[config.mk]
export PLATFORM = sky130hd
export DESIGN_NAME = itd_decoder
export DESIGN_NICKNAME = d
export VERILOG_FILES = /design/src/rtl/itd_pkg.sv /design/src/rtl/itd_fp_check.sv /design/src/rtl/itd_state_check.sv /design/src/rtl/itd_decoder.sv
export SDC_FILE = /design/constraint.sdc
export NUM_CORES = 1
export LEC_CHECK = 0
export BUFFER_PORTS_ARGS = -buffer_cell sky130_fd_sc_hd__buf_2
export CORE_MARGIN = 2
export CORE_UTILIZATION = 47
export CTS_BUF_LIST = sky130_fd_sc_hd__clkbuf_2 sky130_fd_sc_hd__clkbuf_4 sky130_fd_sc_hd__clkbuf_8
export CTS_CLUSTER_SIZE = 14
export DETAILED_ROUTE_END_ITERATION = 10
export PLACE_DENSITY = 0.79
export SYNTH_ARGS = -nofsm -noshare
export SYNTH_HDL_FRONTEND = slang
export SYNTH_SLANG_ARGS = --single-unit
[constraint.sdc]
create_clock -name clk -period 2 [get_ports clk]
set_input_delay 0.1 -clock clk [delete_from_list [all_inputs] [get_ports clk]]
set_output_delay 0.1 -clock clk [all_outputs]
set_load 0.1 [all_outputs]
[src/rtl/itd_pkg.sv]
// Package for the instruction trap decoder: opcode fields, trap codes, decode classes.
// Assumes a 32-bit integer instruction word in the usual three-format encoding.
package itd_pkg;
    // Format field op[31:30]
    localparam logic [1:0] ITD_OP_BRANCH = 2'h0;
    localparam logic [1:0] ITD_OP_CALL = 2'h1;
    localparam logic [1:0] ITD_OP_ARITH = 2'h2;
    localparam logic [1:0] ITD_OP_MEM = 2'h3;
    // Field positions
    localparam int ITD_OP_HI = 31;
    localparam int ITD_RD_LO = 25;
    localparam int ITD_OP2_LO = 22;
    localparam int ITD_OP3_LO = 19;
    localparam int ITD_RS1_LO = 14;
    localparam int ITD_OPF_LO = 5;
    localparam int ITD_IMM22_W = 22;
    // Branch-format op2 codes
    localparam logic [2:0] ITD_OP2_UNIMP = 3'h0;
    localparam logic [2:0] ITD_OP2_BICC = 3'h2;
    localparam logic [2:0] ITD_OP2_SET_HIGH_IMMEDIATE_OP = 3'h4;
    localparam logic [2:0] ITD_OP2_FBFCC = 3'h6;
    localparam logic [2:0] ITD_OP2_CBCCC = 3'h7;
    // Arithmetic op3 codes of special interest
    localparam logic [5:0] ITD_OP3_ADDX = 6'h08;
    localparam logic [5:0] ITD_OP3_MULX = 6'h0a;
    localparam logic [5:0] ITD_OP3_SUBX = 6'h0c;
    localparam logic [5:0] ITD_OP3_TADD = 6'h20;
    localparam logic [5:0] ITD_OP3_TSUB = 6'h21;
    localparam logic [5:0] ITD_OP3_TADDTV = 6'h22;
    localparam logic [5:0] ITD_OP3_TSUBTV = 6'h23;
    localparam logic [5:0] ITD_OP3_MULSTEP = 6'h24;
    localparam logic [5:0] ITD_OP3_SLL = 6'h25;
    localparam logic [5:0] ITD_OP3_SRA = 6'h27;
    localparam logic [5:0] ITD_OP3_ANCILLARY_REG_READ_OP = 6'h28;
    localparam logic [5:0] ITD_OP3_RDPSR = 6'h29;
    localparam logic [5:0] ITD_OP3_RDWIM = 6'h2a;
    localparam logic [5:0] ITD_OP3_RDTBR = 6'h2b;
    localparam logic [5:0] ITD_OP3_ANCILLARY_REG_WRITE_OP = 6'h30;
    localparam logic [5:0] ITD_OP3_WRPSR = 6'h31;
    localparam logic [5:0] ITD_OP3_WRWIM = 6'h32;
    localparam logic [5:0] ITD_OP3_WRTBR = 6'h33;
    localparam logic [5:0] ITD_OP3_FPOP1 = 6'h34;
    localparam logic [5:0] ITD_OP3_FPOP2 = 6'h35;
    localparam logic [5:0] ITD_OP3_CPOP1 = 6'h36;
    localparam logic [5:0] ITD_OP3_CPOP2 = 6'h37;
    localparam logic [5:0] ITD_OP3_JMPL = 6'h38;
    localparam logic [5:0] ITD_OP3_RETT = 6'h39;
    localparam logic [5:0] ITD_OP3_TICC = 6'h3a;
    localparam logic [5:0] ITD_OP3_FLUSH = 6'h3b;
    localparam logic [5:0] ITD_OP3_SAVE = 6'h3c;
    localparam logic [5:0] ITD_OP3_RESTORE = 6'h3d;
    // Memory op3 codes
    localparam logic [5:0] ITD_OP3_ATOMIC_BYTE_TEST_SET_OP = 6'h0d;
    localparam logic [5:0] ITD_OP3_SWAP = 6'h0f;
    localparam logic [5:0] ITD_OP3_LDF = 6'h20;
    localparam logic [5:0] ITD_OP3_LDFSR = 6'h21;
    localparam logic [5:0] ITD_OP3_LDDF = 6'h23;
    localparam logic [5:0] ITD_OP3_STF = 6'h24;
    localparam logic [5:0] ITD_OP3_STFSR = 6'h25;
    localparam logic [5:0] ITD_OP3_STDFQ = 6'h26;
    localparam logic [5:0] ITD_OP3_STDF = 6'h27;
    // First ancillary register number that is privileged
    localparam logic [4:0] ITD_ASR_PRIV_MIN = 5'h10;
    // Trap type written into the fp trap type field for unsupported quad work
    localparam logic [2:0] ITD_FTT_UNIMP = 3'h3;
    localparam logic [2:0] ITD_FTT_NONE = 3'h0;
    // Trap request codes
    typedef enum logic [2:0] {
        ITD_TRAP_NONE = 3'b000,
        ITD_TRAP_ILLEGAL = 3'b001,
        ITD_TRAP_PRIV = 3'b010,
        ITD_TRAP_CP_DIS = 3'b011,
        ITD_TRAP_FP_EXC = 3'b100
    } itd_trap_t;
    // Execution unit / action class
    typedef enum logic [3:0] {
        ITD_CL_NOP = 4'b0000,
        ITD_CL_LOGIC = 4'b0001,
        ITD_CL_ADD = 4'b0010,
        ITD_CL_TAGGED = 4'b0011,
        ITD_CL_MULDIV = 4'b0100,
        ITD_CL_SHIFT = 4'b0101,
        ITD_CL_LOAD = 4'b0110,
        ITD_CL_STORE = 4'b0111,
        ITD_CL_ATOMIC = 4'b1000,
        ITD_CL_CTI = 4'b1001,
        ITD_CL_STATE = 4'b1010,
        ITD_CL_FPU = 4'b1011,
        ITD_CL_WINDOW = 4'b1100,
        ITD_CL_FLUSH = 4'b1101,
        ITD_CL_SET_HIGH_IMMEDIATE_OP = 4'b1110
    } itd_class_t;
endpackage : itd_pkg

[src/rtl/itd_fp_check.sv]
// Floating-point operate field checker: supported, quad, compare flags.
// Assumes opf and the two fp opcode groups come from the decoder.
`timescale 1ns/1ns
`default_nettype none
module itd_fp_check
    import itd_pkg::*;
(
    input wire logic is_fpop2,
    input wire logic [8:0] opf,
    output logic fp_known,
    output logic fp_quad,
    output logic fp_compare
);
    // Precision suffix in the low opf bits: 1 single, 2 double, 3 quad
    always_comb begin
        fp_known = 1'b0;
        fp_quad = 1'b0;
        fp_compare = 1'b0;
        if (is_fpop2) begin
            case (opf)
                9'h051, 9'h052, 9'h055, 9'h056: begin
                    fp_known = 1'b1;
                    fp_compare = 1'b1;
                end
                9'h053, 9'h057: begin
                    fp_known = 1'b1;
                    fp_quad = 1'b1;
                end
                default: ;
            endcase
        end else begin
            case (opf)
                9'h001, 9'h005, 9'h009, 9'h029, 9'h02a, 9'h041, 9'h042, 9'h045,
                9'h046, 9'h049, 9'h04a, 9'h04d, 9'h04e, 9'h0c4, 9'h0c8, 9'h0c6,
                9'h0c9, 9'h0d1, 9'h0d2: fp_known = 1'b1;
                9'h069: fp_known = 1'b1;
                9'h06e: begin
                    fp_known = 1'b1;
                    fp_quad = 1'b1;
                end
                9'h02b, 9'h043, 9'h047, 9'h04b, 9'h04f, 9'h0cc, 9'h0cd, 9'h0ce,
                9'h0c7, 9'h0cb, 9'h0d3: begin
                    fp_known = 1'b1;
                    fp_quad = 1'b1;
                end
                default: ;
            endcase
        end
    end
endmodule : itd_fp_check
`default_nettype wire

[src/rtl/itd_state_check.sv]
// Privilege check for state register reads and writes.
// Assumes op3 of an arithmetic-format word and the rs1/rd register number.
`timescale 1ns/1ns
`default_nettype none
module itd_state_check
    import itd_pkg::*;
(
    input wire logic [5:0] op3,
    input wire logic [4:0] reg_num,
    output logic is_state,
    output logic needs_priv
);
    // Fixed control registers always privileged; ancillary ones by number
    always_comb begin
        is_state = 1'b1;
        needs_priv = 1'b0;
        case (op3)
            ITD_OP3_RDPSR, ITD_OP3_RDWIM, ITD_OP3_RDTBR,
            ITD_OP3_WRPSR, ITD_OP3_WRWIM, ITD_OP3_WRTBR: needs_priv = 1'b1;
            ITD_OP3_ANCILLARY_REG_READ_OP, ITD_OP3_ANCILLARY_REG_WRITE_OP: needs_priv = (reg_num >= ITD_ASR_PRIV_MIN);
            default: is_state = 1'b0;
        endcase
    end
endmodule : itd_state_check
`default_nettype wire

[src/rtl/itd_decoder.sv]
// Instruction trap decoder: classifies one instruction word per valid cycle and
// registers the decode and trap request. Assumes the pipeline presents a word
// with instr_valid and the current supervisor_state_bit in the same cycle.
//
// Overview of operation
// - User-state alternate-space or psr/wim/tbr access raises privileged trap.
// - Ancillary register read/write privileged only for privileged register numbers.
// - Every coprocessor operation raises coprocessor-disabled trap.
// - Quad-precision fp operation raises fp exception, trap type field gets 3.
// - Set-high loads immediate into upper 22 bits, clears low bits.
// - Logical ops decoded; only cc variants update integer condition codes.
// - Add/subtract with carry use carry flag; cc forms update codes.
// - Tagged ops always update codes; trap variants flag tag overflow trap.
// - Multiply/divide signed and unsigned with cc variants, plus multiply step.
// - Byte/halfword loads sign or zero extend; word and double supported.
// - Atomic byte test-set reads byte, writes ones, indivisibly.
// - Swap exchanges register and memory word atomically.
// - Single-to-double multiply goes to fpu; double-to-quad traps.
// - Flush invalidates instruction memory copy at address.
// - Fp compares single/double, plain and signalling, set fp codes.
// - Save/restore move window; return-from-trap restores pre-trap state.
`timescale 1ns/1ns
`default_nettype none
module itd_decoder
    import itd_pkg::*;
#(
    parameter int XLEN = 32
) (
    input wire logic clk,
    input wire logic sys_rst,
    input wire logic clk_en,
    input wire logic instr_valid,
    input wire logic [XLEN-1:0] instr,
    input wire logic supervisor_state_bit,
    output logic dec_valid_r,
    output itd_trap_t trap_req_r,
    output itd_class_t op_class_r,
    output logic icc_update_r,
    output logic use_carry_r,
    output logic tag_trap_en_r,
    output logic load_signed_r,
    output logic [1:0] mem_size_r,
    output logic atomic_lock_r,
    output logic fcc_update_r,
    output logic [XLEN-1:0] set_high_immediate_op_value_r,
    output logic [2:0] fp_trap_type_field_r,
    output logic fp_trap_type_we_r,
    output logic flush_req_r,
    output logic rett_r,
    output logic arch_write_en_r
);
    // Refuse word widths that the fixed field slicing cannot serve
    if (XLEN != 32) begin : g_bad_xlen
        $error("itd_decoder serves a 32-bit word only");
    end

    // Instruction fields
    logic [1:0] f_op;
    logic [4:0] f_rd;
    logic [2:0] f_op2;
    logic [5:0] f_op3;
    logic [4:0] f_rs1;
    logic [8:0] f_opf;
    assign f_op = instr[ITD_OP_HI -: 2];
    assign f_rd = instr[ITD_RD_LO +: 5];
    assign f_op2 = instr[ITD_OP2_LO +: 3];
    assign f_op3 = instr[ITD_OP3_LO +: 6];
    assign f_rs1 = instr[ITD_RS1_LO +: 5];
    assign f_opf = instr[ITD_OPF_LO +: 9];

    // Alternate-space memory op: op3 bit 4 set, not fp or cp group
    function automatic logic is_alt_mem(input logic [5:0] op3);
        is_alt_mem = (op3[5:4] == 2'h1);
    endfunction

    logic fp_known;
    logic fp_quad;
    logic fp_compare;
    itd_fp_check u_fp (
        .is_fpop2(f_op3 == ITD_OP3_FPOP2),
        .opf(f_opf),
        .fp_known(fp_known),
        .fp_quad(fp_quad),
        .fp_compare(fp_compare)
    );

    logic st_is_state;
    logic st_priv;
    itd_state_check u_st (
        .op3(f_op3),
        .reg_num(f_op3[4] ? f_rd : f_rs1), // Writes name rd, reads name rs1
        .is_state(st_is_state),
        .needs_priv(st_priv)
    );

    itd_trap_t trap_nxt;
    itd_class_t class_nxt;
    logic icc_nxt, carry_nxt, tagtv_nxt, lsigned_nxt, lock_nxt, fcc_nxt;
    logic [1:0] size_nxt;
    logic [XLEN-1:0] set_high_immediate_op_nxt;
    logic ftt_we_nxt, flush_nxt, rett_nxt;

    // Decode one word into class, side effects and trap request
    always_comb begin
        trap_nxt = ITD_TRAP_ILLEGAL;
        class_nxt = ITD_CL_NOP;
        icc_nxt = 1'b0;
        carry_nxt = 1'b0;
        tagtv_nxt = 1'b0;
        lsigned_nxt = 1'b0;
        lock_nxt = 1'b0;
        fcc_nxt = 1'b0;
        size_nxt = 2'h0;
        set_high_immediate_op_nxt = '0;
        ftt_we_nxt = 1'b0;
        flush_nxt = 1'b0;
        rett_nxt = 1'b0;
        case (f_op)
            ITD_OP_CALL: begin
                trap_nxt = ITD_TRAP_NONE;
                class_nxt = ITD_CL_CTI;
            end
            ITD_OP_BRANCH: begin
                case (f_op2)
                    ITD_OP2_SET_HIGH_IMMEDIATE_OP: begin
                        trap_nxt = ITD_TRAP_NONE;
                        class_nxt = ITD_CL_SET_HIGH_IMMEDIATE_OP;
                        set_high_immediate_op_nxt = {instr[ITD_IMM22_W-1:0], {(XLEN-ITD_IMM22_W){1'b0}}};
                    end
                    ITD_OP2_BICC, ITD_OP2_FBFCC: begin
                        trap_nxt = ITD_TRAP_NONE;
                        class_nxt = ITD_CL_CTI;
                    end
                    ITD_OP2_CBCCC: trap_nxt = ITD_TRAP_CP_DIS;
                    ITD_OP2_UNIMP: trap_nxt = ITD_TRAP_ILLEGAL;
                    default: trap_nxt = ITD_TRAP_ILLEGAL;
                endcase
            end
            ITD_OP_ARITH: begin
                trap_nxt = ITD_TRAP_NONE;
                if (f_op3[5] == 1'b0) begin
                    icc_nxt = f_op3[4];
                    case (f_op3[3:0])
                        4'h1, 4'h2, 4'h3, 4'h5, 4'h6, 4'h7: class_nxt = ITD_CL_LOGIC;
                        4'h0, 4'h4: class_nxt = ITD_CL_ADD;
                        ITD_OP3_ADDX[3:0], ITD_OP3_SUBX[3:0]: begin
                            class_nxt = ITD_CL_ADD;
                            carry_nxt = 1'b1;
                        end
                        ITD_OP3_MULX[3:0], 4'hb, 4'he, 4'hf: class_nxt = ITD_CL_MULDIV;
                        default: begin
                            trap_nxt = ITD_TRAP_ILLEGAL;
                            icc_nxt = 1'b0;
                        end
                    endcase
                end else begin
                    case (f_op3)
                        ITD_OP3_TADD, ITD_OP3_TSUB: begin
                            class_nxt = ITD_CL_TAGGED;
                            icc_nxt = 1'b1;
                        end
                        ITD_OP3_TADDTV, ITD_OP3_TSUBTV: begin
                            class_nxt = ITD_CL_TAGGED;
                            icc_nxt = 1'b1;
                            tagtv_nxt = 1'b1;
                        end
                        ITD_OP3_MULSTEP: begin
                            class_nxt = ITD_CL_MULDIV;
                            icc_nxt = 1'b1;
                        end
                        ITD_OP3_SLL, 6'h26, ITD_OP3_SRA: class_nxt = ITD_CL_SHIFT;
                        ITD_OP3_FPOP1, ITD_OP3_FPOP2: begin
                            if (!fp_known) trap_nxt = ITD_TRAP_ILLEGAL;
                            else if (fp_quad) begin
                                trap_nxt = ITD_TRAP_FP_EXC;
                                ftt_we_nxt = 1'b1;
                            end else begin
                                class_nxt = ITD_CL_FPU;
                                fcc_nxt = fp_compare;
                            end
                        end
                        ITD_OP3_CPOP1, ITD_OP3_CPOP2: trap_nxt = ITD_TRAP_CP_DIS;
                        ITD_OP3_JMPL, ITD_OP3_TICC: class_nxt = ITD_CL_CTI;
                        ITD_OP3_RETT: begin
                            class_nxt = ITD_CL_CTI;
                            rett_nxt = 1'b1;
                        end
                        ITD_OP3_FLUSH: begin
                            class_nxt = ITD_CL_FLUSH;
                            flush_nxt = 1'b1;
                        end
                        ITD_OP3_SAVE, ITD_OP3_RESTORE: class_nxt = ITD_CL_WINDOW;
                        default: begin
                            if (st_is_state) begin
                                class_nxt = ITD_CL_STATE;
                                if (st_priv && !supervisor_state_bit)
                                    trap_nxt = ITD_TRAP_PRIV;
                            end else begin
                                trap_nxt = ITD_TRAP_ILLEGAL;
                            end
                        end
                    endcase
                end
            end
            default: begin
                trap_nxt = ITD_TRAP_NONE;
                if (f_op3[5]) begin
                    if (f_op3[4]) trap_nxt = ITD_TRAP_CP_DIS;
                    else begin
                        class_nxt = f_op3[2] ? ITD_CL_STORE : ITD_CL_LOAD;
                        size_nxt = (f_op3 == ITD_OP3_LDDF || f_op3 == ITD_OP3_STDF ||
                                    f_op3 == ITD_OP3_STDFQ) ? 2'h3 : 2'h2;
                        if (f_op3 == 6'h22 || f_op3 > ITD_OP3_STDF)
                            trap_nxt = ITD_TRAP_ILLEGAL;
                        else if (f_op3 == ITD_OP3_STDFQ && !supervisor_state_bit)
                            trap_nxt = ITD_TRAP_PRIV;
                    end
                end else begin
                    case (f_op3[3:0])
                        4'h0, 4'h1, 4'h2, 4'h3, 4'h9, 4'ha: begin
                            class_nxt = ITD_CL_LOAD;
                            size_nxt = f_op3[1:0] == 2'h3 ? 2'h3 :
                                f_op3[1:0] == 2'h0 ? 2'h2 : {1'b0, f_op3[1]};
                            lsigned_nxt = f_op3[3];
                        end
                        4'h4, 4'h5, 4'h6, 4'h7: begin
                            class_nxt = ITD_CL_STORE;
                            size_nxt = f_op3[1:0] == 2'h3 ? 2'h3 :
                                f_op3[1:0] == 2'h0 ? 2'h2 : {1'b0, f_op3[1]};
                        end
                        ITD_OP3_ATOMIC_BYTE_TEST_SET_OP[3:0]: begin
                            class_nxt = ITD_CL_ATOMIC;
                            size_nxt = 2'h0;
                            lock_nxt = 1'b1;
                        end
                        ITD_OP3_SWAP[3:0]: begin
                            class_nxt = ITD_CL_ATOMIC;
                            size_nxt = 2'h2;
                            lock_nxt = 1'b1;
                        end
                        default: trap_nxt = ITD_TRAP_ILLEGAL;
                    endcase
                    if (trap_nxt == ITD_TRAP_NONE && is_alt_mem(f_op3) && !supervisor_state_bit)
                        trap_nxt = ITD_TRAP_PRIV;
                end
            end
        endcase
        if (trap_nxt != ITD_TRAP_NONE) begin
            class_nxt = ITD_CL_NOP;
            icc_nxt = 1'b0;
            fcc_nxt = 1'b0;
            lock_nxt = 1'b0;
            flush_nxt = 1'b0;
            rett_nxt = 1'b0;
        end
    end

    // Register the decode; clk_en freezes everything
    always_ff @(posedge clk) begin
        if (sys_rst) begin
            dec_valid_r <= 1'b0;
            trap_req_r <= ITD_TRAP_NONE;
            op_class_r <= ITD_CL_NOP;
            icc_update_r <= 1'b0;
            use_carry_r <= 1'b0;
            tag_trap_en_r <= 1'b0;
            load_signed_r <= 1'b0;
            mem_size_r <= 2'h0;
            atomic_lock_r <= 1'b0;
            fcc_update_r <= 1'b0;
            set_high_immediate_op_value_r <= '0;
            fp_trap_type_field_r <= ITD_FTT_NONE;
            fp_trap_type_we_r <= 1'b0;
            flush_req_r <= 1'b0;
            rett_r <= 1'b0;
            arch_write_en_r <= 1'b0;
        end else if (clk_en) begin
            dec_valid_r <= instr_valid;
            trap_req_r <= instr_valid ? trap_nxt : ITD_TRAP_NONE;
            op_class_r <= class_nxt;
            icc_update_r <= instr_valid & icc_nxt;
            use_carry_r <= carry_nxt;
            tag_trap_en_r <= tagtv_nxt;
            load_signed_r <= lsigned_nxt;
            mem_size_r <= size_nxt;
            atomic_lock_r <= instr_valid & lock_nxt;
            fcc_update_r <= instr_valid & fcc_nxt;
            set_high_immediate_op_value_r <= set_high_immediate_op_nxt;
            fp_trap_type_we_r <= instr_valid & ftt_we_nxt;
            if (instr_valid && ftt_we_nxt)
                fp_trap_type_field_r <= ITD_FTT_UNIMP;
            flush_req_r <= instr_valid & flush_nxt;
            rett_r <= instr_valid & rett_nxt;
            arch_write_en_r <= instr_valid && trap_nxt == ITD_TRAP_NONE;
        end
    end

    a_quad_ftt: assert property (@(posedge clk) disable iff (sys_rst)
        fp_trap_type_we_r |-> trap_req_r == ITD_TRAP_FP_EXC && fp_trap_type_field_r == 3'h3)
        else $error("quad trap without trap type 3");
    a_cp_trap: assert property (@(posedge clk) disable iff (sys_rst)
        clk_en && instr_valid && instr[31:30] == 2'h0 && instr[24:22] == 3'h7
        |=> trap_req_r == ITD_TRAP_CP_DIS)
        else $error("coprocessor branch did not trap");
    a_priv_psr: assert property (@(posedge clk) disable iff (sys_rst)
        clk_en && instr_valid && !supervisor_state_bit && instr[31:30] == 2'h2 &&
        instr[24:19] == 6'h29 |=> trap_req_r == ITD_TRAP_PRIV)
        else $error("user psr read did not trap");
    a_asr_user: assert property (@(posedge clk) disable iff (sys_rst)
        clk_en && instr_valid && instr[31:30] == 2'h2 && instr[24:19] == 6'h28 &&
        instr[18:14] < 5'h10 |=> trap_req_r == ITD_TRAP_NONE)
        else $error("user ancillary read trapped");
    a_set_high_immediate_op_low: assert property (@(posedge clk) disable iff (sys_rst)
        clk_en && instr_valid && instr[31:30] == 2'h0 && instr[24:22] == 3'h4
        |=> set_high_immediate_op_value_r == {$past(instr[21:0]), 10'h000})
        else $error("set high value wrong");
    a_trap_quiet: assert property (@(posedge clk) disable iff (sys_rst)
        trap_req_r != ITD_TRAP_NONE |-> !arch_write_en_r && !icc_update_r && !atomic_lock_r)
        else $error("trapped word alters state");
    a_tag_icc: assert property (@(posedge clk) disable iff (sys_rst)
        op_class_r == ITD_CL_TAGGED && dec_valid_r |-> icc_update_r)
        else $error("tagged op skipped codes");
    a_unimp_ill: assert property (@(posedge clk) disable iff (sys_rst)
        clk_en && instr_valid && instr[31:30] == 2'h0 && instr[24:22] == 3'h0
        |=> trap_req_r == ITD_TRAP_ILLEGAL)
        else $error("unimplemented word not illegal");
endmodule : itd_decoder
`default_nettype wire

# [Word level (Yosys, flattened, before mapping)]
# Index checks and enable logic that the tools add are counted.
[op_classes] magnitude_cmp=2 n_eq_ne=87 n_mux=88 n_bitwise=6 reduce_logical=47
[ops] cell="equality test 9 x 7 -> 1 bit, second input constant" count=20
[ops] cell="equality test 6 bit, second input constant" count=26
[ops] cell="equality test 9 x 8 -> 1 bit, second input constant" count=12
[ops] cell="two-way mux 32 bit" count=2
[ops] cell="two-way mux 1 bit" count=50
[ops] cell="equality test 4 bit, second input constant" count=8
[ops] cell="one-hot mux 4 bit (8 select lines)" count=1
[ops] cell="OR reduction 32 bit" count=1
[ops] cell="two-way mux 3 bit" count=10
[ops] cell="OR reduction 14 bit" count=2
[ops] cell="equality test 9 x 6 -> 1 bit, second input constant" count=3
[ops] cell="one-hot mux 3 bit (3 select lines)" count=3
[ops] cell="two-way mux 4 bit" count=6
[ops] cell="one-hot mux 4 bit (3 select lines)" count=2
[ops] cell="OR reduction 12 bit" count=2
[ops] cell="OR reduction 6 bit" count=4
[ops] cell="OR reduction 4 bit" count=5
[ops] cell="two-way mux 2 bit" count=9
[ops] cell="OR reduction 2 bit" count=9
[ops] cell="equality test 4 x 3 -> 1 bit, second input constant" count=4
[ops] cell="OR reduction 3 bit" count=4
[ops] cell="OR reduction 10 bit" count=1
[ops] cell="equality test 3 bit, second input constant" count=3
[ops] cell="equality test 9 x 1 -> 1 bit, second input constant" count=1
[ops] cell="24 further kinds" count=42
[word_totals] regBits=53 out_inout_bits=55

# [Longest topological paths before layout]
# Gate-level depths: netlist (run 1).
[depth] depth_word=14 ltp_mapped=10

# [By module]
# A second synthesis (run 1) with hierarchy kept.
[unflattened] cells_unflattened=346 hier_area_um2=2682.6
[by_module_without_submodules] mod="itd_decoder" instances=1 cells_per_inst=298 area_each_um2=2369.8 seq_area_each_um2=860.8
[by_module_without_submodules] mod="itd_fp_check" instances=1 cells_per_inst=44 area_each_um2=276.5 seq_area_each_um2=0.0
[by_module_without_submodules] mod="itd_state_check" instances=1 cells_per_inst=4 area_each_um2=36.3 seq_area_each_um2=0.0

# [Worst setup path before layout (run 1)]
# Ideal clock, no wire load.
[synth_timing] path_kind="input -> register" start="input instr[19]" end="register atomic_lock_r" setup_ps=119 arrival_time_ps=2042 slack_ps=-161 path_stages=9 n_path_buf=0 cell_sequence="inv_1 > ha_1 > or2_4 > nor3_4 > o311ai_1 > or4_4 > o211ai_4 > nor3_4 > a32o_1"
[synth_via] elab_chain_cells=14 elab_cells_between_ends=84
[synth_rtl] element="start, declared" line_no="itd_decoder.sv:33" rtl="input wire logic [XLEN-1:0] instr,"
[synth_rtl] element="equality test 4 bit, or another cell as far along" line_no="itd_decoder.sv:143, itd_decoder.sv:219"
[synth_rtl] element="OR reduction 12 bit (no line)"
[synth_rtl] element="two-way mux 1 bit" line_no="itd_decoder.sv:219" rtl="case (f_op3[3:0])"
[synth_rtl] element="two-way mux 3 bit" line_no="itd_decoder.sv:207" rtl="if (f_op3[5]) begin"
[synth_rtl] element="two-way mux 3 bit" line_no="itd_decoder.sv:118" rtl="case (f_op)"
[synth_rtl] element="logical NOT 3 bit" line_no="itd_decoder.sv:243" rtl="if (trap_nxt == ITD_TRAP_NONE && is_alt_mem(f_op3) && !supervisor_state_bit)"
[synth_rtl] element="logical AND 1 bit (2 in a row)" line_no="itd_decoder.sv:243"
[synth_rtl] element="two-way mux 3 bit" line_no="itd_decoder.sv:243"
[synth_rtl] element="two-way mux 3 bit" line_no="itd_decoder.sv:207"
[synth_rtl] element="one-hot mux 3 bit (3 select lines)" line_no="itd_decoder.sv:118"
[synth_rtl] element="nonzero test 3 bit" line_no="itd_decoder.sv:248" rtl="if (trap_nxt != ITD_TRAP_NONE) begin"
[synth_rtl] element="two-way mux 1 bit *" line_no="itd_decoder.sv:248"
[synth_rtl] element="AND 1 bit *" line_no="itd_decoder.sv:286" rtl="atomic_lock_r <= instr_valid & lock_nxt;"
[synth_rtl] element="end signal, assigned" line_no="itd_decoder.sv:286"
[synth_rtl] element="end, declared" line_no="itd_decoder.sv:43" rtl="output logic atomic_lock_r,"
# Every way passes the cells marked *; elsewhere a longest branch is shown, timed or not. The select of a mux whose other input is x is not followed.
# A chain may end at the register's enable or synchronous reset.

# [Worst setup path after layout (run 1)]
# Same ends and word-level chain as after synthesis.

==> results of run 1 <==
==> sequential cells by signal (all words and copies together) (netlist names), 2 cells and up <==
register / count
trap_req_r: 3
op_class_r: 4
mem_size_r: 2
set_high_immediate_op_value_r: 22
==> worst paths after layout <==
path                               startpoint                                 to  slack, ps  depth (start not counted)
worst max-delay path                instr[19]                      atomic_lock_r        -30                         11
worst min-delay path                instr[14]  set_high_immediate_op_value_r[24]         40                          3
worst max register to register  op_class_r[1]                      op_class_r[1]       1270                          3
worst min register to register  mem_size_r[0]                      mem_size_r[0]        470                          2
==> stage by stage <==
stage,cells,setup TNS [ps]
3_3_place_gp,504,-3420
3_5_place_dp,504,-4030
2_1_floorplan,342,-22.2
5_1_grt,514,-718
4_1_cts,512,-13.3
6_report,514,-103
==> cell type report <==
class	instances	area (sq um)	share of cell area, %
well taps	72	90.1	2.49
repair buffers	129	817	22.6
clock inverters	3	67.6	1.87
flip-flops and latches	43	861	23.8
clock buffers	5	68.8	1.91
inverters	9	36.3	1.00
multi-input cells	253	1670	46.3
==> layer usage <==
metal,routed length [microns],up-vias,GRT usage [%]
li1,-,1417,-
met1,3360,1363,33.1
met4,147,0,7.41
met5,0,-,0
met2,3830,143,43.1
met3,571,17,5.23
==> worst reg2reg max path: stages (launching register included) <==
cell and delay [ps]:
dfxtp_1 310, and2_1 140, nor2b_1 110, a2bb2oi_1 70
==> cells in the mapped netlist (5+ instances only) <==
cell type	instances
a22oi_1	24
nand2_1	21
o21ai_0	10
buf_2	6
inv_1	8
buf_4	14
clkbuf_1	17
dfxtp_1	43
nor2b_1	11
o211ai_1	5
nand4_1	5
nor3_1	5
a21oi_1	22
a22o_1	7
nor2_1	45
==> report_power, final <==
part	total, mW	internal [mW]	leakage, nW	switching [mW]
registers	0.871	0.866	0.347	0.00511
logic	0.610	0.208	1.18	0.401
clock network	0.800	0.498	0.0644	0.302
total	2.28	1.57	1.59	0.709
==> repair_timing <==
action / 4_1_cts / 5_1_grt
setup endpoints to repair: 10 / 11
setup buffers: 2 / 2
pin swaps: 8 / 12
resized for setup: 5 / 5
==> logic make-up after synthesis <==
family | count (synthesis) | share of synthesized area, %
AO/OA/AOI/OAI | 103 | 28.1
XOR/XNOR | 3 | 0.992
adder cells (fa/ha/maj) | 4 | 1.89
buffers and inverters | 46 | 8.78
flip-flops | 43 | 32.5
multiplexers | 2 | 0.803
other | 1 | 0.142
AND/OR/NAND/NOR | 130 | 26.8
==> layout by cell type (no fill, tap or decap), drive strengths merged, types with 3 or more instances in the layout <==
| cell type | Yosys | routed |
|---|---|---|
| clkbuf | 17 | 5 |
| nand2b | 3 | 3 |
| nand2 | 21 | 21 |
| a32o | 3 | 3 |
| nor3b | 3 | 3 |
| o211ai | 6 | 6 |
| nor4bb | 3 | 3 |
| nand3 | 4 | 4 |
| ha | 4 | 4 |
| buf | 20 | 129 |
| or3 | 4 | 4 |
| a22oi | 24 | 24 |
| or4 | 4 | 4 |
| and2 | 4 | 4 |
| inv | 9 | 9 |
| dfxtp | 43 | 43 |
| and3 | 3 | 3 |
| o31ai | 3 | 3 |
| o21ai | 11 | 11 |
| nand4 | 5 | 5 |
| nor3 | 7 | 7 |
| nor2 | 45 | 45 |
| a2111oi | 3 | 3 |
| conb | 1 | 11 |
| a21oi | 22 | 22 |
| nor2b | 11 | 11 |
| a22o | 7 | 7 |
==> impl_metrics.py, run 1 <==
metrics = {
    "status": {
        "run_status": "finished, violations left",
        "violations": "negative setup slack",
    },
    "worst_setup_path": {
        "crit_path_end_kind": "register",
        "critPathMaxFanout": 10,
        "worstPathRequired_ps": 2180,
        "setup.worst_path.start_class": "input port",
        "critical-path-slowest-cell": "or4_4",
        "path_buf_inv": 3,
        "critical_path_arrival_ps": 2210,
        "crit_path_max_incr_delay_ps": 540,
        "crit_path_cell_trace": "buf_8 -> buf_12 -> ha_4 -> or2_4 -> nor3_4 -> nor2_1 -> or4_4 -> o211ai_4 -> nor3_4 -> buf_12 -> a32o_1",
        "critPathKind": "input port to register",
        "critPathTopFamily": "simple AND/OR/NAND/NOR gates",
    },
    "drt": {
        "first_iter_violations": 198,
        "via_per_inst": 5.72,
        "routed_wire_length_mm": 7.90,
        "detail_route.wl_per_cell_microns": 15.4,
        "drtPass1Iterations": 5,
        "route.vias.total": 2940,
        "detail_route.drc_violations": 0,
        "antenna_violating_nets_post_route": 0,
    },
    "timing": {
        "final-max-slew-violation-count": 0,
        "timing.slew.headroom_pct": 42.4,
        "timing.final.ws_setup_ps": -27.5,
        "fin_skew_ps": 0,
        "max_freq_ghz": 0.493,
        "finalSetupViolations": 6,
        "max_slew.worst_pin.slew_ps": 865,
        "setup_repair_after_global_routing_missed_its_margin": "yes",
        "timing.final.crit_period_ps": 2030,
        "worst_hold_slack_ps": 35.7,
        "final_worst_path_period_share_pct": 101,
        "report.final.hold_viol_count": 0,
    },
    "clocking": {
        "cts.path.max_buffers": 2,
        "cts_root_buffer": "clkbuf_8",
        "clk_pin_slew_ps": 90,
        "cts_max_level": 2,
        "cts_hold_buffers": 0,
        "cts_bufs_inserted": 5,
        "skew_pair_late_insertion_delay_ps": 290,
        "tritoncts": "done",
        "clkSinkCount": 43,
    },
    "hold_path": {
        "hold_path.class": "input port to register",
    },
    "floorplanning": {
        "die_area_sq_um": 6260,
        "placeableCoreArea_sq_um": 5470,
        "num_rows": 27,
        "floorplan.initialDensity_pct": 48.4,
        "top_level_ports": 92,
        "fp.dieW_microns": 79.1,
        "die-height_microns": 79.1,
    },
    "layout": {
        "n_fill_cell": 488,
        "drive_above_1_share_pct": 35.7,
        "synthToLayoutAreaGrowth_pct": 36.3,
        "layout.nets": 482,
        "fin_area_sq_um": 3610,
        "diodes": 0,
        "postLayoutCoreUtil_pct": 66.0,
    },
    "place": {
        "total_half_perimeter_wirelength_after_legalization_and_detailed_placement_mm": 6.15,
        "place_area_sq_um": 3400,
        "port-buffer-count": 76,
        "pre_cts_slack_ps": -405,
        "gp_routability_congestion": 0.905,
    },
    "synth": {
        "synthesized_area_divided_by_synthesized_cell_count_sq_um": 7.98,
        "synthesis.instances": 332,
        "synthesis.area_sq_um": 2650,
        "netlist.top_cell.by_area": "dfxtp_1",
        "synth_edf_count": 0,
        "ys_types": 63,
        "synth_seq_area_share_pct": 32.5,
        "ys_top_cells_by_area": "dfxtp_1 (32%), a22oi_1 (6.8%), nor2_1 (6.4%)",
        "ys_async_sr_fraction_pct": 0,
        "postSynth.topFlopCell": "dfxtp_1",
        "synth_seq_cells": 43,
        "yosys_synthesis_warning_count": 0,
        "top_area_cell_type_share_of_the_netlist_area_pct": 32.5,
    },
    "grt": {
        "grt_overflow_total": 0,
        "initial_antenna_violation_count": 0,
        "first_global_vias": 2716,
        "global_route.usage.total_pct": 25.6,
        "grt_start_max_net_pins": 29,
        "global_route_wire_length_before_repair_mm": 12.8,
    },
    "pwr": {
        "p_per_area_nw_per_um2": 632,
        "leakagePower_nw": 1.59,
        "max-vdd-ir-drop_v": 0.000469,
        "total_power_mw": 2.28,
    },
    "run": {
        "drv.max_cap_violation_count": 0,
    },
}
(Power assumes the default switching activity.)
==> run 2: changes to the inputs <==
- ABC_AREA: unset -> 1
- PLACE_DENSITY: 0.79 -> 0.78
- TNS_END_PERCENT: unset -> 5
==> impl_metrics.py, run 2 <==
metrics = {
    "grt": {
        "first_global_vias": 2983,
        "top_usage_layer": "met2",
        "grt_overflow_total": 0,
        "gr-usage-met1_pct": 31.9,
        "grt_start_max_net_pins": 44,
        "gr-usage-met2_pct": 45.5,
        "global_route_wire_length_before_repair_mm": 13.3,
        "initial_antenna_violation_count": 0,
        "met3_capacity_usage_during_global_routing_pct": 2.81,
        "global_route.usage.total_pct": 25.7,
    },
    "synth": {
        "postSynth.topFlopCell": "dfxtp_1",
        "synth_edf_count": 0,
        "synthesized_area_divided_by_synthesized_cell_count_sq_um": 6.10,
        "netlist.top_cell.by_area": "dfxtp_1",
        "synth_most_common_cell": "nand2_1",
        "yosys_synthesis_warning_count": 0,
        "synthesis.area_sq_um": 2760,
        "synthTopCellsByCount": "nand2_1 (158), a21oi_1 (45), dfxtp_1 (43), inv_1 (39), nor2_1 (38)",
        "synth_seq_area_share_pct": 31.2,
        "synth_seq_cells": 43,
        "ys_top_cells_by_area": "dfxtp_1 (31%), nand2_1 (21%), a21oi_1 (8.2%)",
        "ys_async_sr_fraction_pct": 0,
        "synthesis.instances": 452,
        "top_area_cell_type_share_of_the_netlist_area_pct": 31.2,
        "ys_types": 33,
    },
    "floorplanning": {
        "fp.dieW_microns": 80.6,
        "floorplan.initialDensity_pct": 49.5,
        "top_level_ports": 92,
        "placeableCoreArea_sq_um": 5570,
        "die_area_sq_um": 6500,
        "num_rows": 27,
        "die-height_microns": 80.6,
    },
    "place": {
        "gp_routability_congestion": 0.965,
        "placed_cells": 625,
        "total_half_perimeter_wirelength_after_legalization_and_detailed_placement_mm": 6.31,
        "place_area_sq_um": 3430,
        "port-buffer-count": 76,
    },
    "worst_setup_path": {
        "critical-path-slowest-cell": "or2_4",
        "worstPathRequired_ps": 2230,
        "critPathMaxFanout": 7,
        "r2r.worst_path.cells": 2,
        "critPathKind": "input port to register",
        "path_buf_inv": 4,
        "critical_path.reg2reg.endpoint": "op_class_r[2]",
        "setup.worst_path.start_class": "input port",
        "critical_path_arrival_ps": 2070,
        "r2r_slack_ps": 1300,
        "timing.rr.start": "op_class_r[2]",
        "crit_path_max_incr_delay_ps": 240,
        "crit_path_cell_trace": "buf_2 -> inv_1 -> buf_4 -> ha_1 -> inv_2 -> nand4_1 -> nand2_2 -> nand2_2 -> nor2_2 -> nand3_1 -> nand3_2 -> nand3_2 -> or2_4 -> nor2_4 -> nand2_1 -> a21oi_2",
        "crit_path_end_kind": "register",
        "critPathTopFamily": "simple AND/OR/NAND/NOR gates",
    },
    "clocking": {
        "cts_bufs_inserted": 5,
        "cts_root_buffer": "clkbuf_8",
        "cts_hold_buffers": 0,
        "clk_pin_slew_ps": 80,
        "clkSinkCount": 43,
        "cts.path.max_buffers": 2,
        "skew_pair_late_insertion_delay_ps": 290,
        "tritoncts": "done",
        "cts_max_level": 2,
    },
    "pwr": {
        "max-vdd-ir-drop_v": 0.000440,
        "leakagePower_nw": 1.78,
        "p_per_area_nw_per_um2": 560,
        "total_power_mw": 2.00,
    },
    "layout": {
        "synthToLayoutAreaGrowth_pct": 29.4,
        "layout.nets": 602,
        "largest_reg_flops": 22,
        "drive_above_1_share_pct": 28.6,
        "diodes": 0,
        "layout_commonest_cell": "nand2_1",
        "fin_area_sq_um": 3570,
        "highest_count_cells_in_the_layout_ignoring_fill_and_taps": "nand2_1 (156), buf_2 (76), a21oi_1 (43), dfxtp_1 (43), buf_4 (42)",
        "largest_registers_in_the_final_layout": "set_high_immediate_op_value_r: 22 flops, op_class_r: 4 flops, trap_req_r: 3 flops",
        "max_flop_register": "set_high_immediate_op_value_r",
        "postLayoutCoreUtil_pct": 64.1,
        "finalNonFillerCells": 634,
    },
    "status": {
        "run_status": "complete, no violations",
    },
    "drt": {
        "antenna_violating_nets_post_route": 0,
        "detail_route.wl_per_cell_microns": 12.8,
        "route.vias.total": 3280,
        "drtPass1Iterations": 5,
        "first_iter_violations": 193,
        "via_per_inst": 5.17,
        "detail_route.drc_violations": 0,
        "routed_wire_length_mm": 8.10,
    },
    "timing": {
        "max_freq_ghz": 0.543,
        "fin_skew_ps": 0,
        "setup_tns_ps": 0,
        "finalSetupViolations": 0,
        "final_worst_path_period_share_pct": 92.1,
        "report.final.hold_viol_count": 0,
        "timing.slew.headroom_pct": 47.4,
        "timing.final.crit_period_ps": 1840,
        "max_slew.worst_pin.slew_ps": 789,
        "final-max-slew-violation-count": 0,
    },
    "hold_path": {
        "timing.hold.worst.start": "instr[14]",
        "hold_path.class": "input port to register",
        "timing.hold.worst_endpoint": "set_high_immediate_op_value_r[24]",
        "min_path_cells": 3,
    },
    "run": {
        "drv.max_cap_violation_count": 0,
    },
}
## run 2: logic make-up after synthesis
kind of cell	Yosys count	synth area share, %
buffers and inverters	72	11.8
AND/OR/NAND/NOR	267	42.3
AO/OA/AOI/OAI	65	12.7
adder cells (fa/ha/maj)	4	1.81
other	1	0.136
flip-flops	43	31.2
## run 2: routing by layer
metal	wire [microns]	share of wire (%)	vias up
met5	0	0	-
li1	-	-	1650
met4	164	2.0	0
met2	4020	50	119
met1	3440	43	1494
met3	472	5.8	17
## run 2: worst reg2reg max path, delay by kind of cell, from the launching register on
family          cells  cell delay (ps)
simple gates        1               60
compound gates      1              190
flops               1              320
## run 2: cell type report
class,instances,area [sq um]
inverter,46,175
clock inverter,2,12.5
timing repair buffer,118,696
multi-input combinational,347,1660
fill,538,2000
clock buffer,6,76.3
sequential,43,861
tap,72,90.1
## run 2: stage by stage
step	hold slack (ps)	setup WS [ps]
2_1_floorplan	243	206
3_3_place_gp	351	-80.5
4_1_cts	35.7	122
5_1_grt	41.2	-12.7
3_5_place_dp	354	-144
6_report	42.0	158
## run 2: how the worst max path moves through the flow
| stage | startpoint | end | slack [ps] | cells past startpoint |
|---|---|---|---|---|
| after global routing | instr[19] | op_class_r[3] | -10 | 16 |
| after floorplan | instr[20] | op_class_r[3] | 210 | 14 |
| after global placement | instr[20] | fcc_update_r | -80 | 18 |
| after CTS | instr[19] | atomic_lock_r | 120 | 16 |
| final | instr[19] | op_class_r[1] | 160 | 16 |
| after detailed placement | instr[19] | atomic_lock_r | -140 | 16 |
## run 2: timing repair
action                                  4_1_cts  5_1_grt
buffers inserted                              0        1
endpoints found under the setup margin        0        6
resized for setup                             0       13
## run 2: power breakdown
part,internal (mW),switching [mW]
clock network,0.258,0.300
logic,0.158,0.413
registers,0.866,0.00629
total,1.28,0.720
